File: src/verilog/pgpio_pkg.sv
// Purpose: Shared constants for the two-port GPIO block with bus sharing.
// Assumes: AXI4-Lite register access, 32-bit data, one word per register.
// Notes:   Printed offsets are register indices; byte address is four times the index.
package pgpio_pkg;
    // ----------------------------------------
    // Register indices and geometry
    // ----------------------------------------
    localparam int          PW           = 8;
    localparam logic [3:0]  IDX_P0_DATA  = 4'h0;
    localparam logic [3:0]  IDX_P1_DATA  = 4'h1;
    localparam logic [3:0]  IDX_P0_DIR   = 4'h2;
    localparam logic [3:0]  IDX_P1_DIR   = 4'h4;
    localparam logic [3:0]  IDX_P1_FUNC  = 4'h5;
    localparam logic [3:0]  IDX_BUS_STAT = 4'h8;
    localparam int          ADDR_W       = 6;
    localparam int          IDX_LSB      = 2;
    localparam logic [7:0]  RST_BYTE     = 8'h00;
    localparam logic [1:0]  RESP_OKAY    = 2'h0;
    localparam logic [1:0]  RESP_SLVERR  = 2'h2;
    // Port 1 pin roles, coded as {function, direction}.
    localparam logic [1:0]  ROLE_IN      = 2'h0;
    localparam logic [1:0]  ROLE_OUT     = 2'h1;
    localparam logic [1:0]  ROLE_ADHI    = 2'h2;
    localparam logic [1:0]  ROLE_AMID    = 2'h3;
endpackage

File: src/verilog/pgpio_sync.sv
// Purpose: Two-flop synchroniser for a vector of pin levels.
// Assumes: Inputs are asynchronous to aclk.
// Notes:   The first stage is read only by the second.
`timescale 1ns/1ps
`default_nettype none
module pgpio_sync #(
    parameter int W = 8
) (
    // Clock and reset
    input  wire logic         aclk,
    input  wire logic         aresetn,
    // Data
    input  wire logic [W-1:0] async_in,
    output logic      [W-1:0] sync_out
);
    typedef struct packed {
        logic [W-1:0] s1;
        logic [W-1:0] s2;
    } pgpio_sync_s;
    pgpio_sync_s st_q;
    pgpio_sync_s st_d;

    always_comb begin
        st_d.s1 = async_in;
        st_d.s2 = st_q.s1;
    end

    always_ff @(posedge aclk) begin
        if (!aresetn) begin
            st_q <= '0;
        end else begin
            st_q <= st_d;
        end
    end

    assign sync_out = st_q.s2;
endmodule // pgpio_sync
`default_nettype wire

File: src/verilog/pgpio_top.sv
// Purpose: Ports 0 and 1 GPIO with sharing of pins by the external memory bus.
// Assumes: AXI4-Lite slave, one clock, synchronous active-low reset.
// Notes:   Pins are split into input, output and output enable.
// Behaviour
// - Port 0 has eight pins each settable as input or output, and reset makes all inputs.
// - A port 0 direction bit of 0 makes the pin an input and 1 makes it an output.
// - External access makes port 0 the low address/data byte and clears its direction bits.
// - The port 0 output latch is cleared to zero by reset and drives the pins only while port 0 is not on the bus.
// - With external program memory port 0 is always the low address/data byte.
// - Port 1 has eight pins each set by its own direction bit and function bit.
// - Reset clears port 1 latch, direction and function registers and makes its pins inputs.
// - Port 1 can serve as the high multiplexed byte or as address bits 15 to 8.
// - With external program memory port 1 is always the high address/data byte.
// - On bus release, address/data pins float while general port pins keep their state.
`timescale 1ns/1ps
`default_nettype none
module pgpio_top (
    // Clock and reset
    input  wire logic        aclk,
    input  wire logic        aresetn,
    // AXI4-Lite write address
    input  wire logic [5:0]  s_axi_awaddr,
    input  wire logic        s_axi_awvalid,
    output logic             s_axi_awready,
    // AXI4-Lite write data
    input  wire logic [31:0] s_axi_wdata,
    input  wire logic [3:0]  s_axi_wstrb,
    input  wire logic        s_axi_wvalid,
    output logic             s_axi_wready,
    // AXI4-Lite write response
    output logic [1:0]       s_axi_bresp,
    output logic             s_axi_bvalid,
    input  wire logic        s_axi_bready,
    // AXI4-Lite read address
    input  wire logic [5:0]  s_axi_araddr,
    input  wire logic        s_axi_arvalid,
    output logic             s_axi_arready,
    // AXI4-Lite read data
    output logic [31:0]      s_axi_rdata,
    output logic [1:0]       s_axi_rresp,
    output logic             s_axi_rvalid,
    input  wire logic        s_axi_rready,
    // Memory controller side
    input  wire logic        ext_prog_mem,
    input  wire logic        ext_access,
    input  wire logic        bus_release_ack_n,
    input  wire logic [7:0]  low_muxed_addr_data_out,
    input  wire logic [7:0]  high_muxed_addr_data_out,
    input  wire logic [7:0]  mid_address_out,
    input  wire logic        addr_data_drive,
    output logic [7:0]       low_muxed_addr_data_in,
    output logic [7:0]       high_muxed_addr_data_in,
    // Port 0 pins
    input  wire logic [7:0]  port0_pin_i,
    output logic [7:0]       port0_pin_o,
    output logic [7:0]       port0_pin_oe,
    // Port 1 pins
    input  wire logic [7:0]  port1_pin_i,
    output logic [7:0]       port1_pin_o,
    output logic [7:0]       port1_pin_oe
);
    // ----------------------------------------
    // State
    // ----------------------------------------
    typedef struct packed {
        logic [7:0]  p0_lat;
        logic [7:0]  p1_lat;
        logic [7:0]  p0_dir;
        logic [7:0]  p1_dir;
        logic [7:0]  p1_func;
        logic        bus_mode;
        logic        awr;
        logic        wr;
        logic        bv;
        logic [1:0]  br;
        logic        arr;
        logic        rv;
        logic [31:0] rd;
        logic [1:0]  rr;
        logic [7:0]  p0o;
        logic [7:0]  p0e;
        logic [7:0]  p1o;
        logic [7:0]  p1e;
        logic [7:0]  lin;
        logic [7:0]  hin;
    } pgpio_s;
    pgpio_s q;
    pgpio_s d;

    logic [7:0] p0_sync;
    logic [7:0] p1_sync;
    logic [2:0] ctl_sync_a;
    logic [2:0] ctl_sync;

    // Pins and asynchronous strap/control levels pass two flops first.
    pgpio_sync #(.W(8)) u_s0 (
        .aclk(aclk), .aresetn(aresetn), .async_in(port0_pin_i), .sync_out(p0_sync));
    pgpio_sync #(.W(8)) u_s1 (
        .aclk(aclk), .aresetn(aresetn), .async_in(port1_pin_i), .sync_out(p1_sync));
    pgpio_sync #(.W(3)) u_sc (
        .aclk(aclk), .aresetn(aresetn), .async_in(ctl_sync_a), .sync_out(ctl_sync));
    assign ctl_sync_a = {ext_prog_mem, ext_access, bus_release_ack_n};

    function automatic logic [3:0] widx(input logic [5:0] a);
        return a[pgpio_pkg::ADDR_W-1:pgpio_pkg::IDX_LSB];
    endfunction

    function automatic logic [7:0] mix(input logic [7:0] dir, input logic [7:0] lat,
                                       input logic [7:0] pin);
        return (dir & lat) | (~dir & pin);
    endfunction

    logic       xpm;
    logic       xacc;
    logic       rel;
    logic       do_w;
    logic       do_r;
    logic [3:0] wi;
    logic [7:0] wb;
    logic [7:0] p0_rb;
    logic [7:0] p1_rb;
    logic [7:0] p1_out_dir;
    logic [7:0] adhi;
    logic [7:0] amid;
    logic       p0_bus;

    always_comb begin
        xpm  = ctl_sync[2];
        xacc = ctl_sync[1];
        rel  = !ctl_sync[0];
        d    = q;
        do_w = q.awr && q.wr && !q.bv;
        do_r = q.arr && !q.rv;
        wi   = widx(s_axi_awaddr);
        wb   = s_axi_wdata[7:0];
        // The address is used at the taking edge, so the master must hold it until ready.
        // ----------------------------------------
        // Bus slave: accept address and data in either order
        // ----------------------------------------
        if (s_axi_awvalid && !q.awr && !q.bv) begin
            d.awr = 1'b1;
        end
        if (s_axi_wvalid && !q.wr && !q.bv) begin
            d.wr = 1'b1;
        end
        if (q.bv && s_axi_bready) begin
            d.bv = 1'b0;
        end
        // ----------------------------------------
        // Port 0 bus takeover
        // ----------------------------------------
        // Bus mode is latched so that a short access still leaves port 0 on the bus.
        if (xacc) begin
            d.bus_mode = 1'b1;
            d.p0_dir   = pgpio_pkg::RST_BYTE;
        end
        if (do_w) begin
            d.awr = 1'b0;
            d.wr  = 1'b0;
            d.bv  = 1'b1;
            d.br  = pgpio_pkg::RESP_OKAY;
            if (s_axi_wstrb[0]) begin
                unique case (wi)
                    pgpio_pkg::IDX_P0_DATA: d.p0_lat = wb;
                    pgpio_pkg::IDX_P1_DATA: d.p1_lat = wb;
                    pgpio_pkg::IDX_P0_DIR: begin
                        // Hardware takeover wins over a software write in the same cycle.
                        if (!xacc) begin
                            d.p0_dir   = wb;
                            d.bus_mode = 1'b0;
                        end
                    end
                    pgpio_pkg::IDX_P1_DIR:  d.p1_dir  = wb;
                    pgpio_pkg::IDX_P1_FUNC: d.p1_func = wb;
                    default:                d.br = pgpio_pkg::RESP_SLVERR;
                endcase
            end
        end
        // ----------------------------------------
        // Pin drive
        // ----------------------------------------
        p0_bus = q.bus_mode || xpm;
        adhi   = q.p1_func & ~q.p1_dir;
        amid   = q.p1_func & q.p1_dir;
        p1_out_dir = ~q.p1_func & q.p1_dir;
        if (xpm) begin
            adhi       = 8'hff;
            amid       = 8'h00;
            p1_out_dir = 8'h00;
        end
        if (p0_bus) begin
            d.p0o = low_muxed_addr_data_out;
            d.p0e = (addr_data_drive && !rel) ? 8'hff : 8'h00;
        end else begin
            d.p0o = q.p0_lat;
            d.p0e = q.p0_dir;
        end
        d.p1o = (adhi & high_muxed_addr_data_out) | (amid & mid_address_out) |
                (p1_out_dir & q.p1_lat);
        d.p1e = p1_out_dir | (rel ? 8'h00 : ((addr_data_drive ? adhi : 8'h00) | amid));
        d.lin = p0_sync;
        d.hin = p1_sync;
        // ----------------------------------------
        // Read path
        // ----------------------------------------
        p0_rb = mix(p0_bus ? 8'h00 : q.p0_dir, q.p0_lat, p0_sync);
        p1_rb = mix(p1_out_dir, q.p1_lat, p1_sync);
        if (s_axi_arvalid && !q.arr && !q.rv) begin
            d.arr = 1'b1;
        end
        if (q.rv && s_axi_rready) begin
            d.rv = 1'b0;
        end
        if (do_r) begin
            d.arr = 1'b0;
            d.rv  = 1'b1;
            d.rr  = pgpio_pkg::RESP_OKAY;
            d.rd  = '0;
            unique case (widx(s_axi_araddr))
                pgpio_pkg::IDX_P0_DATA:  d.rd[7:0] = p0_rb;
                pgpio_pkg::IDX_P1_DATA:  d.rd[7:0] = p1_rb;
                pgpio_pkg::IDX_P0_DIR,
                pgpio_pkg::IDX_P1_DIR,
                pgpio_pkg::IDX_P1_FUNC:  d.rd = '0;
                pgpio_pkg::IDX_BUS_STAT: d.rd[2:0] = {rel, xpm, q.bus_mode};
                default:                 d.rr = pgpio_pkg::RESP_SLVERR;
            endcase
        end
    end

    always_ff @(posedge aclk) begin
        if (!aresetn) begin
            q <= '0;
        end else begin
            q <= d;
        end
    end

    // ----------------------------------------
    // Outputs
    // ----------------------------------------
    assign s_axi_awready = q.awr && q.wr && !q.bv;
    assign s_axi_wready  = q.awr && q.wr && !q.bv;
    assign s_axi_bvalid  = q.bv;
    assign s_axi_bresp   = q.br;
    assign s_axi_arready = q.arr && !q.rv;
    assign s_axi_rvalid  = q.rv;
    assign s_axi_rdata   = q.rd;
    assign s_axi_rresp   = q.rr;
    assign port0_pin_o   = q.p0o;
    assign port0_pin_oe  = q.p0e;
    assign port1_pin_o   = q.p1o;
    assign port1_pin_oe  = q.p1e;
    assign low_muxed_addr_data_in  = q.lin;
    assign high_muxed_addr_data_in = q.hin;

    // ----------------------------------------
    // Checks
    // ----------------------------------------
    chk_p0_dir_clear: assert property (@(posedge aclk) disable iff (!aresetn)
        ctl_sync[1] |=> (q.p0_dir == 8'h00)) else $error("port0 direction not cleared");
    chk_p0_reset_in: assert property (@(posedge aclk)
        !aresetn |=> (port0_pin_oe == 8'h00)) else $error("port0 not input after reset");
    chk_p1_reset: assert property (@(posedge aclk)
        !aresetn |=> (q.p1_lat == 8'h00 && q.p1_dir == 8'h00 && port1_pin_oe == 8'h00))
        else $error("port1 not cleared by reset");
    chk_p0_dir_oe: assert property (@(posedge aclk) disable iff (!aresetn)
        (!q.bus_mode && !ctl_sync[2]) |=> (port0_pin_oe == $past(q.p0_dir)))
        else $error("port0 enable does not follow direction");
    // Pin outputs are registered, so every pin check looks one clock past its cause.
    chk_xpm_p1: assert property (@(posedge aclk) disable iff (!aresetn)
        (ctl_sync[2] && ctl_sync[0] && addr_data_drive) |=> (port1_pin_oe == 8'hff))
        else $error("port1 not bus in program memory mode");
    chk_release_z: assert property (@(posedge aclk) disable iff (!aresetn)
        (!ctl_sync[0] && (q.bus_mode || ctl_sync[2])) |=> (port0_pin_oe == 8'h00))
        else $error("port0 driven during bus release");
    chk_p1_out_role: assert property (@(posedge aclk) disable iff (!aresetn)
        (!ctl_sync[2]) |=> ((port1_pin_oe & ~$past(q.p1_func) & $past(q.p1_dir))
                            == (~$past(q.p1_func) & $past(q.p1_dir))))
        else $error("port1 general output not driven");
    chk_p1_release: assert property (@(posedge aclk) disable iff (!aresetn)
        (!ctl_sync[0] && !ctl_sync[2]) |=>
            (port1_pin_oe == (~$past(q.p1_func) & $past(q.p1_dir))))
        else $error("port1 bus pins driven during release");
    chk_p1_mid_out: assert property (@(posedge aclk) disable iff (!aresetn)
        (ctl_sync[0] && !ctl_sync[2]) |=>
            ((port1_pin_o & $past(q.p1_func) & $past(q.p1_dir))
             == ($past(mid_address_out) & $past(q.p1_func) & $past(q.p1_dir))))
        else $error("port1 address-only pins wrong");
    chk_p1_adhi_out: assert property (@(posedge aclk) disable iff (!aresetn)
        (ctl_sync[0] && !ctl_sync[2] && addr_data_drive) |=>
            ((port1_pin_oe & $past(q.p1_func)) == $past(q.p1_func)))
        else $error("port1 bus pins not driven");
    chk_xpm_p0: assert property (@(posedge aclk) disable iff (!aresetn)
        (ctl_sync[2] && ctl_sync[0] && addr_data_drive) |=>
            (port0_pin_oe == 8'hff && port0_pin_o == $past(low_muxed_addr_data_out)))
        else $error("port0 not bus in program memory mode");
    chk_rd_resp: assert property (@(posedge aclk) disable iff (!aresetn)
        (s_axi_arready && s_axi_arvalid) |=> (s_axi_rvalid && s_axi_rdata[31:8] == 24'h0))
        else $error("read data missing or upper bits set");
    chk_bus_mode_set: assert property (@(posedge aclk) disable iff (!aresetn)
        ctl_sync[1] |=> q.bus_mode) else $error("port0 bus mode not entered");
    chk_wr_resp: assert property (@(posedge aclk) disable iff (!aresetn)
        (s_axi_awready && s_axi_awvalid && s_axi_wvalid) |=> s_axi_bvalid)
        else $error("write response missing");
endmodule // pgpio_top
`default_nettype wire

File: config.mk
export PLATFORM = sky130hd
export DESIGN_NAME = pgpio_top
export DESIGN_NICKNAME = d
export VERILOG_FILES = /design/src/verilog/pgpio_pkg.sv /design/src/verilog/pgpio_sync.sv /design/src/verilog/pgpio_top.sv
export SDC_FILE = /design/constraint.sdc
export NUM_CORES = 1
export LEC_CHECK = 0
export BUFFER_PORTS_ARGS = -buffer_cell sky130_fd_sc_hd__clkbuf_2
export CAP_MARGIN = 25
export CORE_MARGIN = 3
export CORE_UTILIZATION = 51
export CTS_CLUSTER_DIAMETER = 200
export CTS_CLUSTER_SIZE = 40
export DETAILED_ROUTE_END_ITERATION = 8
export PLACE_DENSITY = 0.81
export SETUP_SLACK_MARGIN = 0.02
export SYNTH_ARGS = -nofsm -noshare
export SYNTH_HDL_FRONTEND = slang
export SYNTH_HIERARCHICAL = 1
export SYNTH_SLANG_ARGS = --single-unit
File: constraint.sdc
create_clock -name aclk -period 1.4 [get_ports aclk]
set_input_delay 0.28 -clock aclk [delete_from_list [all_inputs] [get_ports aclk]]
set_output_delay 0.28 -clock aclk [all_outputs]
set_load 0.005 [all_outputs]
==> Word-level counts from Yosys, hierarchy flattened <==
Index checks and enable logic that the tools add are counted.
{ "totals": {"out_inout_bits": 89, "input_bits": 99, "wordCells": 114, "regBits": 144} }
{ "classes": {"eq_ne": 9, "reduce_logical": 31, "bitwise_logic": 20, "mux": 28} }
{ "ops": {"columns": ["cell", "count"], "rows": [
  ["$mux 8", 12],
  ["$and 8x8->8", 9],
  ["$or 8x8->8", 6],
  ["$mux 35", 1],
  ["$not 8->8", 4],
  ["$mux 30", 1],
  ["$mux 25", 1],
  ["$eq 4x3->1 const B", 4],
  ["$mux 16", 1],
  ["$logic_and 1x1->1", 12],
  ["$reduce_and 3->1", 4],
  ["$pmux 5 s2", 1],
  ["$pmux 3 s3", 1],
  ["$eq 4x1->1 const B", 2],
  ["$eq 4x2->1 const B", 2],
  ["$logic_not 4->1", 2],
  ["$mux 1", 7],
  ["$logic_not 1->1", 6],
  ["$mux 2", 3],
  ["$reduce_or 6->1", 1],
  ["$reduce_or 5->1", 1],
  ["$eq 4x4->1 const B", 1],
  ["$reduce_bool 2->1", 2],
  ["$reduce_or 2->1", 2],
  ["2 further kinds", 2]
]} }

==> Depth between registers and ports, before layout <==
{ "logic_depth": {"word_depth": 8, "mapped_depth": 5, "mapped_depth_nobuf": 4} }

==> Hierarchy <==
Netlist, hierarchy kept.
{ "by_module_without_submodules": {"columns": ["module", "instances", "area_each_um2", "seq_area_each_um2", "cells_per_inst"], "rows": [
  ["pgpio_top", 1, 4799.6, 2082.0, 534],
  ["pgpio_sync (u_s0 ...)", 2, 446.7, 320.3, 33],
  ["pgpio_sync (u_sc)", 1, 157.7, 120.1, 12]
]} }

==> Worst setup path after synthesis <==
No wires, ideal clock.
{ "synth_path": {"kind": "flip-flop to flip-flop", "from": "register q (netlist bit s_axi_bvalid)", "to": "register q[123] in the netlist's numbering", "stages_incl_launch_ff": 6, "setup_time_ns": 0.119, "required_ns": 1.281, "t_arrival_ns": 1.155, "path_buffers": 1, "synth_period_minus_slack_ns": 1.274, "setup_slack_ns": 0.126, "cell_sequence": "dfxtp_1 -> nor4b_4 -> nand2_2 -> buf_2 -> nand3_1 -> o21ai_1"} }
{ "synth_between": {"elab_chain_cells": 3} }
{ "synth_lines": {"columns": ["element", "line_no", "text"], "rows": [
  ["start: declaration", "pgpio_top.sv:87", "pgpio_s q;"],
  ["start signal: assignment", "pgpio_top.sv:233", "q <= '0;"],
  ["start signal: assignment", "pgpio_top.sv:235", "q <= d;"],
  ["$logic_not 1->1", "pgpio_top.sv:132", "do_w = q.awr && q.wr && !q.bv;"],
  ["$logic_and 1x1->1", "pgpio_top.sv:132", null],
  ["$reduce_and 3->1 (no line)", null, null]
]} }
Every way passes these cells.
A chain may end at the register's enable or synchronous reset.

==> Worst setup path after layout <==
{ "layout_path": {"from": "register q[87] in the netlist's numbering", "to": "output s_axi_wready"} }
{ "layout_between": {"elab_chain_cells": 2} }
{ "layout_lines": {"columns": ["element", "line_no", "text"], "rows": [
  ["$logic_and 1x1->1 (2 in series)", "pgpio_top.sv:243", "assign s_axi_wready = q.awr && q.wr && !q.bv;"],
  ["end: declaration", "pgpio_top.sv:29", "output logic s_axi_wready,"]
]} }
Every way passes these cells.

==> impl_metrics.yaml <==
sta:
  final_hold_viol_count: 0
  setup_viol: 0
  fin_crit_sh: 1.00
  slew_viol_final: 0
  finClkSkew_ns: 0.00813
  slew_headroom: 0.599
  max_freq_mhz: 715
  fin_crit_ns: 1.40
  timing.final.ws_setup_ns: 0.000442
  holdWs_ns: 0.0441
  worst_slew_pin_slew_ns: 0.599
  rsz0062_at_grt: "yes"
  finalSetupTns_ns: 0
floorplanning:
  core_sq_mm: 0.0110
  io_pins: 188
  die_h_um: 113
  start_util: 0.530
  fp-row-count: 38
  dieArea_sq_mm: 0.0128
  die_x_um: 113
drt:
  ant_nets: 0
  vias_per_cell: 5.08
  wl_per_cell_um: 15.5
  drtIter0Drc: 256
  wirelength_mm: 13.4
  route.detailed.drc: 0
  dr.pass1.iters: 4
  vias: 4387
layout:
  areaGrowthSynthToFinish_pct: 18.5
  final_common_cell: "dfxtp_1"
  drive_gt1_frac: 0.344
  n_fill_cell: 918
  antenna_cells: 0
  stdcell_area_sq_mm: 0.00693
  final_cell_mix: "dfxtp_1, clkbuf_2, nand2_1"
  multiInputGateArea_sq_mm: 0.00233
  finalNetCount: 811
  fin_util: 0.629
  seq_area_sq_mm: 0.00286
yosys:
  synth_area_sq_mm: 0.00585
  synth_flop_cell: "dfxtp_1"
  synth-seq-cells: 142
  syn_avg_cell_area_sq_um: 9.56
  synth_edf_count: 0
  netlist_instances: 612
  yosysSeqAreaShare: 0.486
  async_flop_share: 0
  yosysWarningCount: 6
  post_synth_num_cell_types: 52
power_and_ir_drop:
  power_frac_seq: 0.454
  p_int_mw: 7.23
  p_comb_frac: 0.062
  leakage_nw: 3.14
  p_switching_mw: 2.00
  vdd_drop_max_v: 0.000727
  clkPwrFrac: 0.484
  p_per_area_mw_per_mm2: 1330
  switching_share: 0.217
clock_tree:
  h-tree-depth: 4
  clk_latency_ns: 0.41
  cts_buffers: 17
  cts_tree: "yes"
  cts-root-buf: "clkbuf_16"
  cts.clk_slew.worst_paths_ns: 0.06
  clk_path_buf_depth: 2
  numClockSinks: 142
grt:
  grt_pass1_vias: 4260
  grt-ovfl-total: 0
  grt_max_degree: 46
  grt_pass1_wl_mm: 20.8
  antenna_found_initial: 0
  grt_usage: 0.208
worst_setup_path:
  worstPathRequired_ns: 1.12
  r2r_end: "s_axi_rdata[2]"
  cp_max_fo: 3
  regToRegStartpoint: "u_sc/sync_out[2]"
  cp-start-kind: "register"
  critical_path_class: "register to primary output"
  r2r_cells: 5
  worstSetupEndpointType: "primary output"
  rrSetupSlack_ns: 0.01
  critPathArrivalTime_ns: 1.12
flow_run:
  cap_violations: 0
worst_hold_path:
  worstHoldPathType: "input pin to register"
  min_path_cells: 2
  worst_hold_path.endpoint: "s_axi_rvalid"
  hp-start: "s_axi_rready"
placed_design:
  placed_cell_area_sq_mm: 0.00618
  port_buffers: 130
  globalplace.congestion: 0.824
  preCtsSetupSlack_ns: -0.0283
  dp_hpwl_mm: 9.55
outcome:
  outcome: "complete, no violations"
## worst max path at each step
| stage | from | to | depth (start not counted) |
|---|---|---|---|
| floorplan | s_axi_bvalid | q[123] | 5 |
| global placement | u_sc/sync_out[2] | s_axi_rdata[2] | 4 |
| detailed placement | s_axi_bvalid | q[98] | 3 |
| CTS | q[87] | s_axi_wready | 4 |
| global route | u_sc/sync_out[2] | s_axi_rdata[2] | 5 |
| finish | q[87] | s_axi_wready | 4 |
## metal layers
layer | GRT usage | up-vias | share of wire | wire length (um)
li1 | - | 2162 | - | -
met1 | 0.254 | 2059 | 0.42 | 5680
met2 | 0.349 | 151 | 0.49 | 6540
met3 | 0.0636 | 15 | 0.076 | 1020
met4 | 0.0705 | 0 | 0.0099 | 133
met5 | 0 | - | 0 | 0
## worst max-delay path: stages, from the launching register on
cell and delay (ns):
dfxtp_2 0.34, nor2b_4 0.15, nand2_2 0.07, inv_2 0.05
clkbuf_2 0.10
## synthesized netlist by cell type, types with 11 or more instances
| cell | n | area [sq um] |
|---|---|---|
| inv_1 | 11 | 41.3 |
| nor2_1 | 38 | 143 |
| nand2_1 | 58 | 218 |
| mux2i_1 | 21 | 210 |
| o21ai_1 | 17 | 85.1 |
| nand3_1 | 22 | 110 |
| dfxtp_1 | 142 | 2840 |
| a21oi_1 | 29 | 145 |
| nor2b_1 | 12 | 75.1 |
| and2_1 | 35 | 219 |
| buf_4 | 90 | 676 |
| and2_2 | 24 | 180 |
## state kept, by name (all words and copies together) (netlist names)
signal,count
s_axi_rresp,1
u_s1/sync_out,8
high_muxed_addr_data_in,8
low_muxed_addr_data_in,8
port1_pin_o,8
port0_pin_o,8
q,44
u_sc/sync_out,3
port0_pin_oe,8
u_s1/st_d,8
u_s0/sync_out,8
s_axi_bresp,1
port1_pin_oe,8
u_s0/st_d,8
s_axi_rdata,8
s_axi_bvalid,1
u_sc/st_d,3
s_axi_rvalid,1
## stage by stage
step	total power, mW	cells
finish	9.23	863
global route	9.52	863
floorplan	4.64	637
global placement	4.78	820
detailed placement	4.80	820
CTS	9.26	857
## cell type report
class                      count  share of cell area
sequential                   142               0.412
multi-input combinational    374               0.336
timing repair buffer         165               0.136
clock buffer                  19              0.0639
tap                          140              0.0253
clock inverter                11              0.0208
inverter                      12             0.00650
## repair_timing
| action | CTS | global route |
|---|---|---|
| buffers inserted | 7 | 5 |
| hold endpoints to repair | 0 | 0 |
| resized for setup | 11 | 12 |
| pin swaps | 2 | 12 |
| hold buffers | 0 | 0 |
| cloned | 0 | 1 |
| endpoints found under the setup margin | 14 | 40 |
## cells by family after synthesis
family,count (synthesis),synth area share
compound gates,107,0.122
buf+inv,122,0.142
other cells,1,0.000641
mux,21,0.0359
flops,142,0.486
simple gates,219,0.213
## power by group through the flow
stage | sequential [mW] | clock, mW | combinational (mW)
after floorplan | 4.26 | 0 | 0.378
after global placement | 4.27 | 0 | 0.511
after detailed placement | 4.27 | 0 | 0.528
after CTS | 4.19 | 4.51 | 0.559
after global routing | 4.19 | 4.69 | 0.636
final | 4.18 | 4.47 | 0.575
Note: power is estimated with default switching activity, not from simulation.
